File: src/verilog/fco_pkg.sv
package fco_pkg;

	// Register byte offsets
	localparam logic [7:0] OFS_CTRL   = 8'h00;
	localparam logic [7:0] OFS_DOFF   = 8'h04;
	localparam logic [7:0] OFS_LINK   = 8'h08;
	localparam logic [7:0] OFS_CMD    = 8'h0C;
	localparam logic [7:0] OFS_STATUS = 8'h10;
	localparam logic [7:0] OFS_RESULT = 8'h14;
	localparam logic [7:0] OFS_SFN    = 8'h18;
	localparam logic [7:0] OFS_CFN    = 8'h1C;

	// Control register bit positions
	localparam int CTRL_TDD   = 0;
	localparam int CTRL_DED   = 1;
	localparam int CTRL_HALF  = 2;
	localparam int CTRL_KNOWN = 3;

	// Field widths
	localparam int DOFF_W = 10;
	localparam int SFN_W  = 12;
	localparam int CFN_W  = 8;
	localparam int TOT_W  = 24;
	localparam int CHIP_W = 16;

	// Frame arithmetic constants
	localparam logic [TOT_W-1:0] CHIPS_PER_FRAME = 24'h009600;
	localparam int               DOFF_SHIFT      = 9;
	localparam logic [TOT_W-1:0] HALF_STEP       = 24'h000100;
	localparam logic [TOT_W-1:0] FO_WRAP_CHIPS   = 24'h960000;
	localparam int               SFN_MOD_DEF     = 4096;
	localparam int               CFN_MOD         = 256;
	localparam logic [7:0]       CMN_FRAME_OFS   = 8'h00;

	// Reset values
	localparam logic [DOFF_W-1:0] RST_DOFF = 10'h000;
	localparam logic [SFN_W-1:0]  RST_SFN  = 12'h000;
	localparam logic [CFN_W-1:0]  RST_CFN  = 8'h00;

	// Offset calculation commands
	typedef enum logic [2:0] {
		CMD_NONE      = 3'h0,
		CMD_SINGLE    = 3'h1,
		CMD_MULTI     = 3'h2,
		CMD_TARGET    = 3'h3,
		CMD_INTER_RAN = 3'h4
	} fco_cmd_type;

	// Sequencer states, Gray coded around the loop
	typedef enum logic [1:0] {
		ST_IDLE  = 2'h0,
		ST_START = 2'h1,
		ST_CALC  = 2'h3,
		ST_DONE  = 2'h2
	} fco_state_type;

	// Per-link parameters reported by the terminal
	typedef struct packed {
		logic [2:0]        idx;
		logic [CHIP_W-1:0] tm;
		logic [7:0]        off;
	} fco_link_type;

	// Offsets for one link
	typedef struct packed {
		logic [2:0]        idx;
		logic [CHIP_W-1:0] chip;
		logic [7:0]        frame;
	} fco_result_type;

endpackage

File: src/verilog/fco_counter.sv
`timescale 1ns/1ps
module fco_counter #(
	parameter int W   = 8,
	parameter int MOD = 256
) (
	// Clock and reset
	input  wire logic         i_clk,
	input  wire logic         i_rst_b,
	// Control
	input  wire logic         i_load,
	input  wire logic [W-1:0] i_load_val,
	input  wire logic         i_step,
	// Count
	output logic      [W-1:0] o_count
);

	localparam logic [W-1:0] LAST = W'(MOD - 1);

	// Refuse a modulus the counter cannot hold
	generate
		if (MOD < 2 || MOD > (1 << W)) begin : g_bad_mod
			$error("fco_counter: modulus out of range");
		end
	endgenerate

	// Load wins over step; wrap after the last value
	always_ff @(posedge i_clk) begin
		if (!i_rst_b) begin
			o_count <= '0;
		end else if (i_load) begin
			o_count <= i_load_val;
		end else if (i_step) begin
			if (o_count == LAST) begin
				o_count <= '0;
			end else begin
				o_count <= o_count + W'(1);
			end
		end
	end

endmodule

File: src/verilog/fco_divider.sv
`timescale 1ns/1ps
module fco_divider #(
	parameter int W       = 24,
	parameter int DW      = 16,
	parameter int DIVISOR = 38400
) (
	// Clock and reset
	input  wire logic          i_clk,
	input  wire logic          i_rst_b,
	// Request
	input  wire logic          i_start,
	input  wire logic [W-1:0]  i_dividend,
	// Answer
	output logic      [W-1:0]  o_quot,
	output logic      [DW-1:0] o_rem,
	output logic               o_done
);

	localparam logic [DW:0] DIV_C = (DW + 1)'(DIVISOR);

	logic [$clog2(W+1)-1:0] cnt_reg;
	logic                   busy_reg;
	logic [DW:0]            trial;
	logic                   ge;

	// Refuse a divisor that does not fit the remainder
	generate
		if (DIVISOR < 1 || DIVISOR >= (1 << DW)) begin : g_bad_div
			$error("fco_divider: divisor out of range");
		end
	endgenerate

	// Shift in the next dividend bit and compare
	always_comb begin
		trial = {o_rem, o_quot[W-1]};
		ge    = (trial >= DIV_C);
	end

	// Restoring division, one quotient bit per cycle
	always_ff @(posedge i_clk) begin
		if (!i_rst_b) begin
			cnt_reg  <= '0;
			busy_reg <= 1'b0;
			o_done   <= 1'b0;
			o_quot   <= '0;
			o_rem    <= '0;
		end else begin
			o_done <= 1'b0;
			if (i_start && !busy_reg) begin
				o_quot   <= i_dividend;
				o_rem    <= '0;
				cnt_reg  <= ($clog2(W+1))'(W);
				busy_reg <= 1'b1;
			end else if (busy_reg) begin
				o_quot  <= {o_quot[W-2:0], ge};
				o_rem   <= ge ? DW'(trial - DIV_C) : trial[DW-1:0];
				cnt_reg <= cnt_reg - ($clog2(W+1))'(1);
				if (cnt_reg == ($clog2(W+1))'(1)) begin
					busy_reg <= 1'b0;
					o_done   <= 1'b1;
				end
			end
		end
	end

endmodule

File: src/verilog/fco_top.sv
// Overview of operation
// - Common channels in common states use frame offset zero.
// - FDD one link: frame*38400+chip = DOFF*512, optionally +256.
// - TDD one link: frame offset equals DOFF, delivered to serving cell.
// - TDD common channel frame offset stays zero in common state.
// - FDD several links: add OFF_k*38400+Tm_k, deliver per cell.
// - FDD target uses OFF/Tm target, else falls back to single link.
// - TDD target frame offset is OFF target, else DOFF.
// - Inter-RAN entry reuses FDD formulas; TDD takes OFF as zero.
// - Common states load CFN from SFN, mod 256 except paging.
// - Common CFN steps once per frame mod 256; paging keeps SFN.
`timescale 1ns/1ps
module fco_top
	import fco_pkg::*;
#(
	parameter int SFN_MOD = 4096
) (
	// Clock and reset
	input  wire logic                   i_clk,
	input  wire logic                   i_rst_b,
	// Frame timing
	input  wire logic                   i_frame_tick,
	// Register port
	input  wire logic [7:0]             i_addr,
	input  wire logic [31:0]            i_wr_data,
	input  wire logic                   i_wr_en,
	input  wire logic                   i_rd_en,
	output logic      [31:0]            o_rd_data,
	// Offsets toward the base station
	output logic      [7:0]             o_frame_offset,
	output logic      [fco_pkg::CHIP_W-1:0] o_chip_offset,
	output logic      [2:0]             o_link_idx,
	output logic                        o_deliver,
	output logic                        o_busy,
	// Synchronisation counters
	output logic      [fco_pkg::CFN_W-1:0] o_cfn,
	output logic      [fco_pkg::SFN_W-1:0] o_sfn
);

	import fco_pkg::*;

	// Refuse a frame number range the counters cannot follow
	generate
		if (SFN_MOD < CFN_MOD || SFN_MOD > (1 << SFN_W)
		    || (SFN_MOD % CFN_MOD) != 0) begin : g_bad_sfn
			$error("fco_top: SFN_MOD out of range");
		end
	endgenerate

	logic                ctrl_tdd_reg;
	logic                ctrl_ded_reg;
	logic                ctrl_half_reg;
	logic                ctrl_known_reg;
	logic [DOFF_W-1:0]   doff_reg;
	fco_link_type        link_reg;
	fco_cmd_type         cmd_reg;
	fco_state_type       state_reg;
	fco_result_type      res_reg;
	logic                div_start_reg;
	logic [TOT_W-1:0]    tot_cap_reg;
	logic [TOT_W-1:0]    total;
	logic [7:0]          tdd_frame;
	logic                use_link;
	logic [TOT_W-1:0]    quot;
	logic [CHIP_W-1:0]   rem;
	logic                div_done;
	logic                cmd_take;
	logic                sfn_wr;
	logic                ctrl_wr;
	logic                cfn_load;
	logic [CFN_W-1:0]    cfn_ld_val;
	logic [31:0]         rd_next;

	// Write strobe decode
	always_comb begin
		cmd_take = 1'b0;
		sfn_wr   = 1'b0;
		ctrl_wr  = 1'b0;
		if (!i_wr_en) begin
			cmd_take = 1'b0;
		end else if (i_addr == OFS_CMD) begin
			cmd_take = (state_reg == ST_IDLE)
			    && (i_wr_data[2:0] >= CMD_SINGLE)
			    && (i_wr_data[2:0] <= CMD_INTER_RAN);
		end else if (i_addr == OFS_SFN) begin
			sfn_wr = 1'b1;
		end else if (i_addr == OFS_CTRL) begin
			ctrl_wr = 1'b1;
		end
	end

	// Configuration registers
	always_ff @(posedge i_clk) begin
		if (!i_rst_b) begin
			ctrl_tdd_reg   <= 1'b0;
			ctrl_ded_reg   <= 1'b0;
			ctrl_half_reg  <= 1'b0;
			ctrl_known_reg <= 1'b0;
			doff_reg       <= RST_DOFF;
			link_reg       <= '0;
		end else if (i_wr_en) begin
			if (i_addr == OFS_CTRL) begin
				ctrl_tdd_reg   <= i_wr_data[CTRL_TDD];
				ctrl_ded_reg   <= i_wr_data[CTRL_DED];
				ctrl_half_reg  <= i_wr_data[CTRL_HALF];
				ctrl_known_reg <= i_wr_data[CTRL_KNOWN];
			end else if (i_addr == OFS_DOFF) begin
				doff_reg <= i_wr_data[DOFF_W-1:0];
			end else if (i_addr == OFS_LINK) begin
				link_reg <= i_wr_data[$bits(fco_link_type)-1:0];
			end
		end
	end

	// Chip total for the FDD cases
	always_comb begin
		use_link = (cmd_reg == CMD_MULTI)
		    || (cmd_reg == CMD_INTER_RAN)
		    || (cmd_reg == CMD_TARGET && ctrl_known_reg);
		total = (TOT_W'(doff_reg) << DOFF_SHIFT)
		    + (use_link ? (TOT_W'(link_reg.off) * CHIPS_PER_FRAME
		    + TOT_W'(link_reg.tm)) : '0)
		    + (ctrl_half_reg ? HALF_STEP : '0);
	end

	// TDD frame offset; inter-RAN takes OFF as zero
	always_comb begin
		if (cmd_reg == CMD_TARGET && ctrl_known_reg) begin
			tdd_frame = link_reg.off;
		end else begin
			tdd_frame = 8'(doff_reg);
		end
	end

	// Split the total into whole frames and chips
	fco_divider #(
		.W       (TOT_W),
		.DW      (CHIP_W),
		.DIVISOR (int'(CHIPS_PER_FRAME))
	) u_div (
		.i_clk      (i_clk),
		.i_rst_b    (i_rst_b),
		.i_start    (div_start_reg),
		.i_dividend (tot_cap_reg),
		.o_quot     (quot),
		.o_rem      (rem),
		.o_done     (div_done)
	);

	// Calculation sequencer
	always_ff @(posedge i_clk) begin
		if (!i_rst_b) begin
			state_reg     <= ST_IDLE;
			cmd_reg       <= CMD_NONE;
			res_reg       <= '0;
			div_start_reg <= 1'b0;
			tot_cap_reg   <= '0;
			o_busy        <= 1'b0;
		end else begin
			div_start_reg <= 1'b0;
			case (state_reg)
				ST_IDLE: begin
					if (cmd_take) begin
						cmd_reg   <= fco_cmd_type'(i_wr_data[2:0]);
						state_reg <= ST_START;
						o_busy    <= 1'b1;
					end
				end
				ST_START: begin
					res_reg.idx <= link_reg.idx;
					if (ctrl_tdd_reg) begin
						res_reg.frame <= tdd_frame;
						res_reg.chip  <= '0;
						state_reg     <= ST_DONE;
					end else begin
						tot_cap_reg   <= total;
						div_start_reg <= 1'b1;
						state_reg     <= ST_CALC;
					end
				end
				ST_CALC: begin
					if (div_done) begin
						res_reg.frame <= quot[7:0];
						res_reg.chip  <= rem;
						state_reg     <= ST_DONE;
					end
				end
				ST_DONE: begin
					state_reg <= ST_IDLE;
					o_busy    <= 1'b0;
				end
				default: begin
					state_reg <= ST_IDLE;
				end
			endcase
		end
	end

	// Hand offsets to the base station of the addressed cell
	always_ff @(posedge i_clk) begin
		if (!i_rst_b) begin
			o_frame_offset <= 8'h00;
			o_chip_offset  <= '0;
			o_link_idx     <= 3'h0;
			o_deliver      <= 1'b0;
		end else begin
			o_deliver <= (state_reg == ST_DONE);
			if (state_reg == ST_DONE) begin
				o_frame_offset <= ctrl_ded_reg ? res_reg.frame
				    : CMN_FRAME_OFS;
				o_chip_offset  <= res_reg.chip;
				o_link_idx     <= res_reg.idx;
			end
		end
	end

	// Reload the common CFN on leaving dedicated state or on a new SFN written in common state
	always_comb begin
		cfn_load   = (ctrl_wr && ctrl_ded_reg && !i_wr_data[CTRL_DED])
		    || (sfn_wr && !ctrl_ded_reg);
		if (sfn_wr) begin
			cfn_ld_val = i_wr_data[CFN_W-1:0];
		end else begin
			cfn_ld_val = o_sfn[CFN_W-1:0]
			    + (i_frame_tick ? 8'h01 : 8'h00);
		end
	end

	// Cell frame number; paging CFN uses its full range
	fco_counter #(
		.W   (SFN_W),
		.MOD (SFN_MOD)
	) u_sfn (
		.i_clk      (i_clk),
		.i_rst_b    (i_rst_b),
		.i_load     (sfn_wr),
		.i_load_val (i_wr_data[SFN_W-1:0]),
		.i_step     (i_frame_tick),
		.o_count    (o_sfn)
	);

	// Common and shared channel CFN, 8 bits wide
	fco_counter #(
		.W   (CFN_W),
		.MOD (CFN_MOD)
	) u_cfn (
		.i_clk      (i_clk),
		.i_rst_b    (i_rst_b),
		.i_load     (cfn_load),
		.i_load_val (cfn_ld_val),
		.i_step     (i_frame_tick),
		.o_count    (o_cfn)
	);

	// Read multiplexer
	always_comb begin
		rd_next = 32'h0000_0000;
		if (i_addr == OFS_CTRL) begin
			rd_next = {28'h0, ctrl_known_reg, ctrl_half_reg,
			    ctrl_ded_reg, ctrl_tdd_reg};
		end else if (i_addr == OFS_DOFF) begin
			rd_next = {22'h0, doff_reg};
		end else if (i_addr == OFS_LINK) begin
			rd_next = {5'h00, link_reg};
		end else if (i_addr == OFS_CMD) begin
			rd_next = {29'h0, cmd_reg};
		end else if (i_addr == OFS_STATUS) begin
			rd_next = {16'h0, CMN_FRAME_OFS, 5'h00, state_reg,
			    o_busy};
		end else if (i_addr == OFS_RESULT) begin
			rd_next = {5'h00, res_reg};
		end else if (i_addr == OFS_SFN) begin
			rd_next = {20'h0, o_sfn};
		end else if (i_addr == OFS_CFN) begin
			rd_next = {24'h0, o_cfn};
		end
	end

	// Read data stand for one cycle only
	always_ff @(posedge i_clk) begin
		if (!i_rst_b) begin
			o_rd_data <= 32'h0000_0000;
		end else begin
			o_rd_data <= i_rd_en ? rd_next : 32'h0000_0000;
		end
	end
endmodule
File: config.mk
export PLATFORM = sky130hd
export DESIGN_NAME = fco_top
export DESIGN_NICKNAME = d
export VERILOG_FILES = /design/src/verilog/fco_pkg.sv /design/src/verilog/fco_counter.sv /design/src/verilog/fco_divider.sv /design/src/verilog/fco_top.sv
export SDC_FILE = /design/constraint.sdc
export NUM_CORES = 1
export LEC_CHECK = 0
export BUFFER_PORTS_ARGS = -buffer_cell sky130_fd_sc_hd__buf_2
export CAP_MARGIN = 20
export CORE_UTILIZATION = 30
export DETAILED_ROUTE_END_ITERATION = 8
export GPL_TIMING_DRIVEN = 0
export PLACE_DENSITY_LB_ADDON = 0.15
export SETUP_SLACK_MARGIN = 0.15
export SYNTH_ARGS = -nofsm -noshare
export SYNTH_HDL_FRONTEND = slang
export SYNTH_SLANG_ARGS = --single-unit
export TNS_END_PERCENT = 10
File: constraint.sdc
create_clock -name i_clk -period 6.6 [get_ports i_clk]
set_clock_uncertainty 0.1 [all_clocks]
set_input_delay 0.33 -clock i_clk [delete_from_list [all_inputs] [get_ports i_clk]]
set_output_delay 0.33 -clock i_clk [all_outputs]
set_load 0.01 [all_outputs]
# Word level (Yosys, flattened, before mapping)
# Cells that the tools add are included.
classes:
  n_addsub: 8
  bitwise: 6
  muxes: 48
  reduce_logical: 35
  eq_ne: 19
  magnitude_cmp: 3
  multipliers: 1
ops:
  columns: ["cell", "n"]
  rows:
  - ["$mux W24", 5]
  - ["$mux W27", 4]
  - ["$mux W8", 7]
  - ["$mux W12", 4]
  - ["$pmux W24 S2", 1]
  - ["$eq A8 B5 Y1 const B", 4]
  - ["$add A19 B24 Y24", 1]
  - ["$add A24 B16 Y24", 1]
  - ["$add A24 B9 Y24", 1]
  - ["$ge A17 B16 Y1 const B", 1]
  - ["$mux W1", 17]
  - ["$eq A8 B4 Y1 const B", 2]
  - ["$mux W16", 1]
  - ["$sub A16 B16 Y16 const B", 1]
  - ["$mul A8 B7 Y15 const B", 1]
  - ["$reduce_and A2 Y1", 7]
  - ["$add A12 B1 Y12 const B", 1]
  - ["$eq A12 B12 Y1 const B", 1]
  - ["$mux W10", 1]
  - ["$mux W5", 2]
  - ["$reduce_bool A2 Y1", 5]
  - ["$mux W9", 1]
  - ["$reduce_or A9 Y1", 1]
  - ["$add A8 B1 Y8", 1]
  - ["other kinds (28)", 49]
totals:
  output_inout_bits: 81
  inputBits: 45
  ff_bits: 226
  word_cells: 152

# Depth between registers and ports, before layout
logic_depth:
  depth_word: 9
  ltp_mapped: 24
  depth_no_buf: 24

# Hierarchy
# From an unflattened synthesis, not the netlist that was laid out.
hier_totals:
  hier_cells: 1395
  area_unflattened_um2: 11761.3
by_module_without_submodules:
  columns: ["mod", "seq_area_each_um2", "instances", "cells_per_inst", "area_each_um2"]
  rows:
  - ["fco_top", 3083.0, 1, 1005, 8346.8]
  - ["fco_divider", 940.9, 1, 245, 2217.1]
  - ["fco_counter at u_sfn", 240.2, 1, 87, 725.7]
  - ["fco_counter at u_cfn", 160.2, 1, 58, 471.7]

# Least setup slack after synthesis
# Ideal clock, no wire load.
synth_timing:
  path_kind: "register -> register"
  startpoint: "register link_reg[5] (netlist bit)"
  endpoint: "register tot_cap_reg[23]"
  period_less_slack_ps: 4931
  stages_incl_launch_ff: 25
  path_buffers: 0
  arrival_ps: 4705
  t_required_ps: 6374
  setup_time_ps: 126
  path_slack_ps: 1669
  path_cell_list: "dfxtp_1 ha_1 ha_1 ha_1 inv_1 fa_1 inv_1 ha_1 o21a_1 o21a_1 nor2_1 ha_1 o21ai_0 nand2b_1 o31a_1 nand4_1 inv_1 nor3_1 ha_1 nand2_1 o31a_1 a21oi_2 and3_1 nand4_1 nor3b_2"
synth_between:
  elab_chain_len: 5
synth_lines:
  columns: ["element", "line_no", "text"]
  rows:
  - ["from (decl)", "fco_top.sv:55", "fco_link_type link_reg;"]
  - ["from (signal assigned)", "fco_top.sv:110", "link_reg <= i_wr_data[$bits(fco_link_type)-1:0];"]
  - ["$mul A8 B7 Y15", "fco_top.sv:121", "+ (use_link ? (TOT_W'(link_reg.off) * CHIPS_PER_FRAME"]
  - ["$add A24 B16 Y24", "fco_top.sv:122", "+ TOT_W'(link_reg.tm)) : '0)"]
  - ["$mux W24", "fco_top.sv:121", null]
  - ["$add A19 B24 Y24", "fco_top.sv:121", null]
  - ["$add A24 B9 Y24", "fco_top.sv:123", "+ (ctrl_half_reg ? HALF_STEP : '0);"]
  - ["to (signal assigned)", "fco_top.sv:176", "tot_cap_reg <= total;"]
  - ["to (decl)", "fco_top.sv:60", "logic [TOT_W-1:0] tot_cap_reg;"]
# Every way passes these cells.
# A chain may end at the register's enable or synchronous reset.

# Final worst setup path
# Same ends and word-level chain as after synthesis.

==> impl_metrics.json <==
{
  "worstPathMaxFanout": 7,
  "num_io_pins": 126,
  "final_cell_mix": "221 x dfxtp_1, 174 x nor2_1, 168 x nand2_1, 121 x a21oi_1, 115 x buf_2",
  "coreArea_mm2": 0.03767,
  "grt_pass1_vias": 10120,
  "cp-start-kind": "register",
  "grt_start_max_net_pins": 13,
  "swShare": 0.2261,
  "hold_violations": 0,
  "cts_buffers": 27,
  "initialDrtViolationCount": 646,
  "synth_top_area_frac": 0.3859,
  "die_h_um": 197.5,
  "h-tree-depth": 1,
  "fin_crit_sh": 0.8527,
  "nets": 1673,
  "status": "finished clean",
  "cts_root_buffer": "clkbuf_16",
  "drv_slew": 0,
  "synth-edff-count": 0,
  "globalplace.congestion": 0.9628,
  "grt_pass1_wl_um": 61190,
  "ant_nets": 0,
  "power_frac_clock": 0.505,
  "finalCriticalPeriod_ns": 5.628,
  "min-delay-path-class": "primary input to register",
  "synth_top_area_cell": "dfxtp_1",
  "track_usage": 0.2045,
  "dp_hpwl_um": 30570,
  "yosys.cell_types.count": 64,
  "drc_errors": 0,
  "syn2layout_area_growth_pct": 19.94,
  "synth-xor-area-share": 0.03362,
  "start_util": 0.3043,
  "ir_worst_vdd_mv": 0.1547,
  "p_leak_nw": 5.397,
  "crit_required_ns": 6.90,
  "critPathCaptureType": "register",
  "netlist_top_cells_area": "dfxtp_1 39%, ha_1 6.8%, nor2_1 5.7%",
  "num_antenna_cells": 0,
  "path_class": "register to register",
  "ys.warnings.count": 0,
  "power_mw": 2.917,
  "slew_headroom": 0.3348,
  "viasPerCell": 5.081,
  "clk_latency_ns": 0.53,
  "clockBufferDepth": 3,
  "synth.avg_cell_area_um2": 8.229,
  "cts_tree": "built",
  "wl_um": 40100,
  "max_cap_viol_count": 0,
  "pwr-share-comb": 0.035,
  "clk_pin_slew_worst_paths_ns": 0.06,
  "worst_pin_slew_ns": 0.9978,
  "die_w_um": 197.5,
  "synth_seq_cells": 221,
  "num_rows": 71,
  "hold_path.startpoint": "i_wr_data[5]",
  "clock-sinks": 221,
  "io_buffers": 114,
  "fin_tns_setup_ns": 0,
  "wl_per_cell_um": 19.20,
  "design_area_mm2": 0.01375,
  "synth_fa_ha_area_frac": 0.08339,
  "seq_power_share": 0.460,
  "cts.repair.resized": 0,
  "hold_slack_ns": 0.02014,
  "syn_area_mm2": 0.01146,
  "synthArstFlopShare": 0,
  "worstPathArrival_ns": 5.93,
  "antenna_found_initial": 0,
  "max_freq_ghz": 0.1777,
  "synthMuxAreaShare": 0.04813,
  "final_common_cell": "dfxtp_1",
  "synthFlopType": "dfxtp_1",
  "power.internal_mw": 2.258,
  "synth_top_family_by_area": "compound AO/OA/AOI/OAI gates",
  "rr_startpoint": "link_reg[5]$_SDFFE_PN0P_",
  "yosys.area_share.simple": 0.1835,
  "powerDensity_mw_per_mm2": 212.2,
  "setup-violations-final": 0,
  "syn_inst": 1393,
  "critPathLaunch": "link_reg[5]$_SDFFE_PN0P_",
  "overflow": 0,
  "seq_area_frac_synth": 0.3859,
  "drive_gt1_frac": 0.1116,
  "dr.pass1.iters": 6,
  "synth-compound-area-share": 0.2102,
  "rsz0062_at_grt": "false",
  "route.vias.total": 10610,
  "die_area_mm2": 0.03900,
  "p_sw_uw": 659.5,
  "dpl_cell_area_mm2": 0.01269
}
[synthesized netlist by cell type (4+ instances only)]
| library cell | count |
|---|---|
| a211o_1 | 4 |
| a211oi_1 | 42 |
| a21boi_0 | 21 |
| a21oi_1 | 121 |
| a221oi_1 | 9 |
| a222oi_1 | 6 |
| a22oi_1 | 52 |
| a311oi_1 | 5 |
| a31oi_1 | 8 |
| and3_1 | 13 |
| buf_4 | 5 |
| clkbuf_1 | 84 |
| dfxtp_1 | 221 |
| fa_1 | 9 |
| ha_1 | 62 |
| inv_1 | 68 |
| mux2i_1 | 54 |
| nand2_1 | 168 |
| nand2b_1 | 10 |
| nand3_1 | 43 |
| nand3b_1 | 6 |
| nand4_1 | 8 |
| nor2_1 | 174 |
| nor2b_1 | 13 |
| nor3_1 | 14 |
| nor3b_1 | 6 |
| o211a_1 | 5 |
| o211ai_1 | 7 |
| o21a_1 | 12 |
| o21ai_0 | 35 |
| or3_1 | 5 |
| xnor2_1 | 28 |
| xor2_1 | 16 |
[logic make-up after synthesis]
logic type | count (synthesis)
XOR/XNOR | 44
multiplexers | 55
buffers and inverters | 162
adder cells (fa/ha/maj) | 71
AND/OR/NAND/NOR | 478
other | 1
AO/OA/AOI/OAI | 361
flip-flops | 221
[what timing repair did]
action | 4_1_cts | 5_1_grt
hold buffers | 17 | 0
hold endpoints to repair | 19 | 0
buffers inserted | 0 | 0
[final cells by class]
cell class              count  area, um2
plain buffers              94      374.1
clock buffers              40      814.5
clock inverters             9      76.32
fillers                  4047      23920
inverters                  68      255.2
multi-input cells        1014       6425
flip-flops and latches    221       4424
well taps                 511      639.4
repair buffers            131      740.7
[routing by layer]
| metal | track usage | vias to the layer above | share of wire |
|---|---|---|---|
| met5 | 0 | - | 0 |
| met4 | 0.05713 | 0 | 0.025 |
| met2 | 0.3404 | 271 | 0.46 |
| li1 | - | 5224 | - |
| met1 | 0.2757 | 5054 | 0.47 |
| met3 | 0.02629 | 60 | 0.045 |
[worst max-delay path, cell delays in order, from the launching register on]
cell and delay (ns):
dfxtp_1 0.59, ha_1 0.32, ha_1 0.27, ha_1 0.27, inv_1 0.05, fa_1 0.50
inv_1 0.04, ha_1 0.39, o21a_1 0.20, o21a_1 0.18, nor2_1 0.07, ha_1 0.34
o21ai_0 0.10, nand2b_1 0.08, o31a_1 0.19, nand4_1 0.18, inv_1 0.14, nor3_1 0.06
ha_1 0.35, nand2_1 0.07, o31a_1 0.33, a21oi_2 0.15, and3_1 0.24, nand4_1 0.11
nor3b_2 0.20
[power by group through the flow]
stage                     logic (mW)  clock network [mW]  registers, mW
final                          0.102                1.47           1.34
after global routing           0.109                1.55           1.34
after CTS                      0.102                1.50           1.34
after detailed placement      0.0940                   0           1.37
after global placement        0.0944                   0           1.37
after floorplan               0.0424                   0           1.37
[final timing paths]
kind / cells after the start / slack, ns / to
max: 24 / 0.97 / tot_cap_reg[23]$_SDFFE_PN0P_
min: 3 / 0.02 / link_reg[5]$_SDFFE_PN0P_
max reg2reg: 24 / 0.97 / tot_cap_reg[23]$_SDFFE_PN0P_
min reg2reg: 2 / 0.36 / tot_cap_reg[5]$_SDFFE_PN0P_
[through the flow]
step	setup slack (ns)	cells	utilization
after floorplan	1.669	1397	-
after global placement	1.012	2022	0.3369
after detailed placement	0.9515	2022	0.3369
after CTS	0.9255	2088	0.3650
after global routing	0.6336	2088	0.3650
final	0.9725	2088	0.3650
Power figures use the tool's default switching activity.
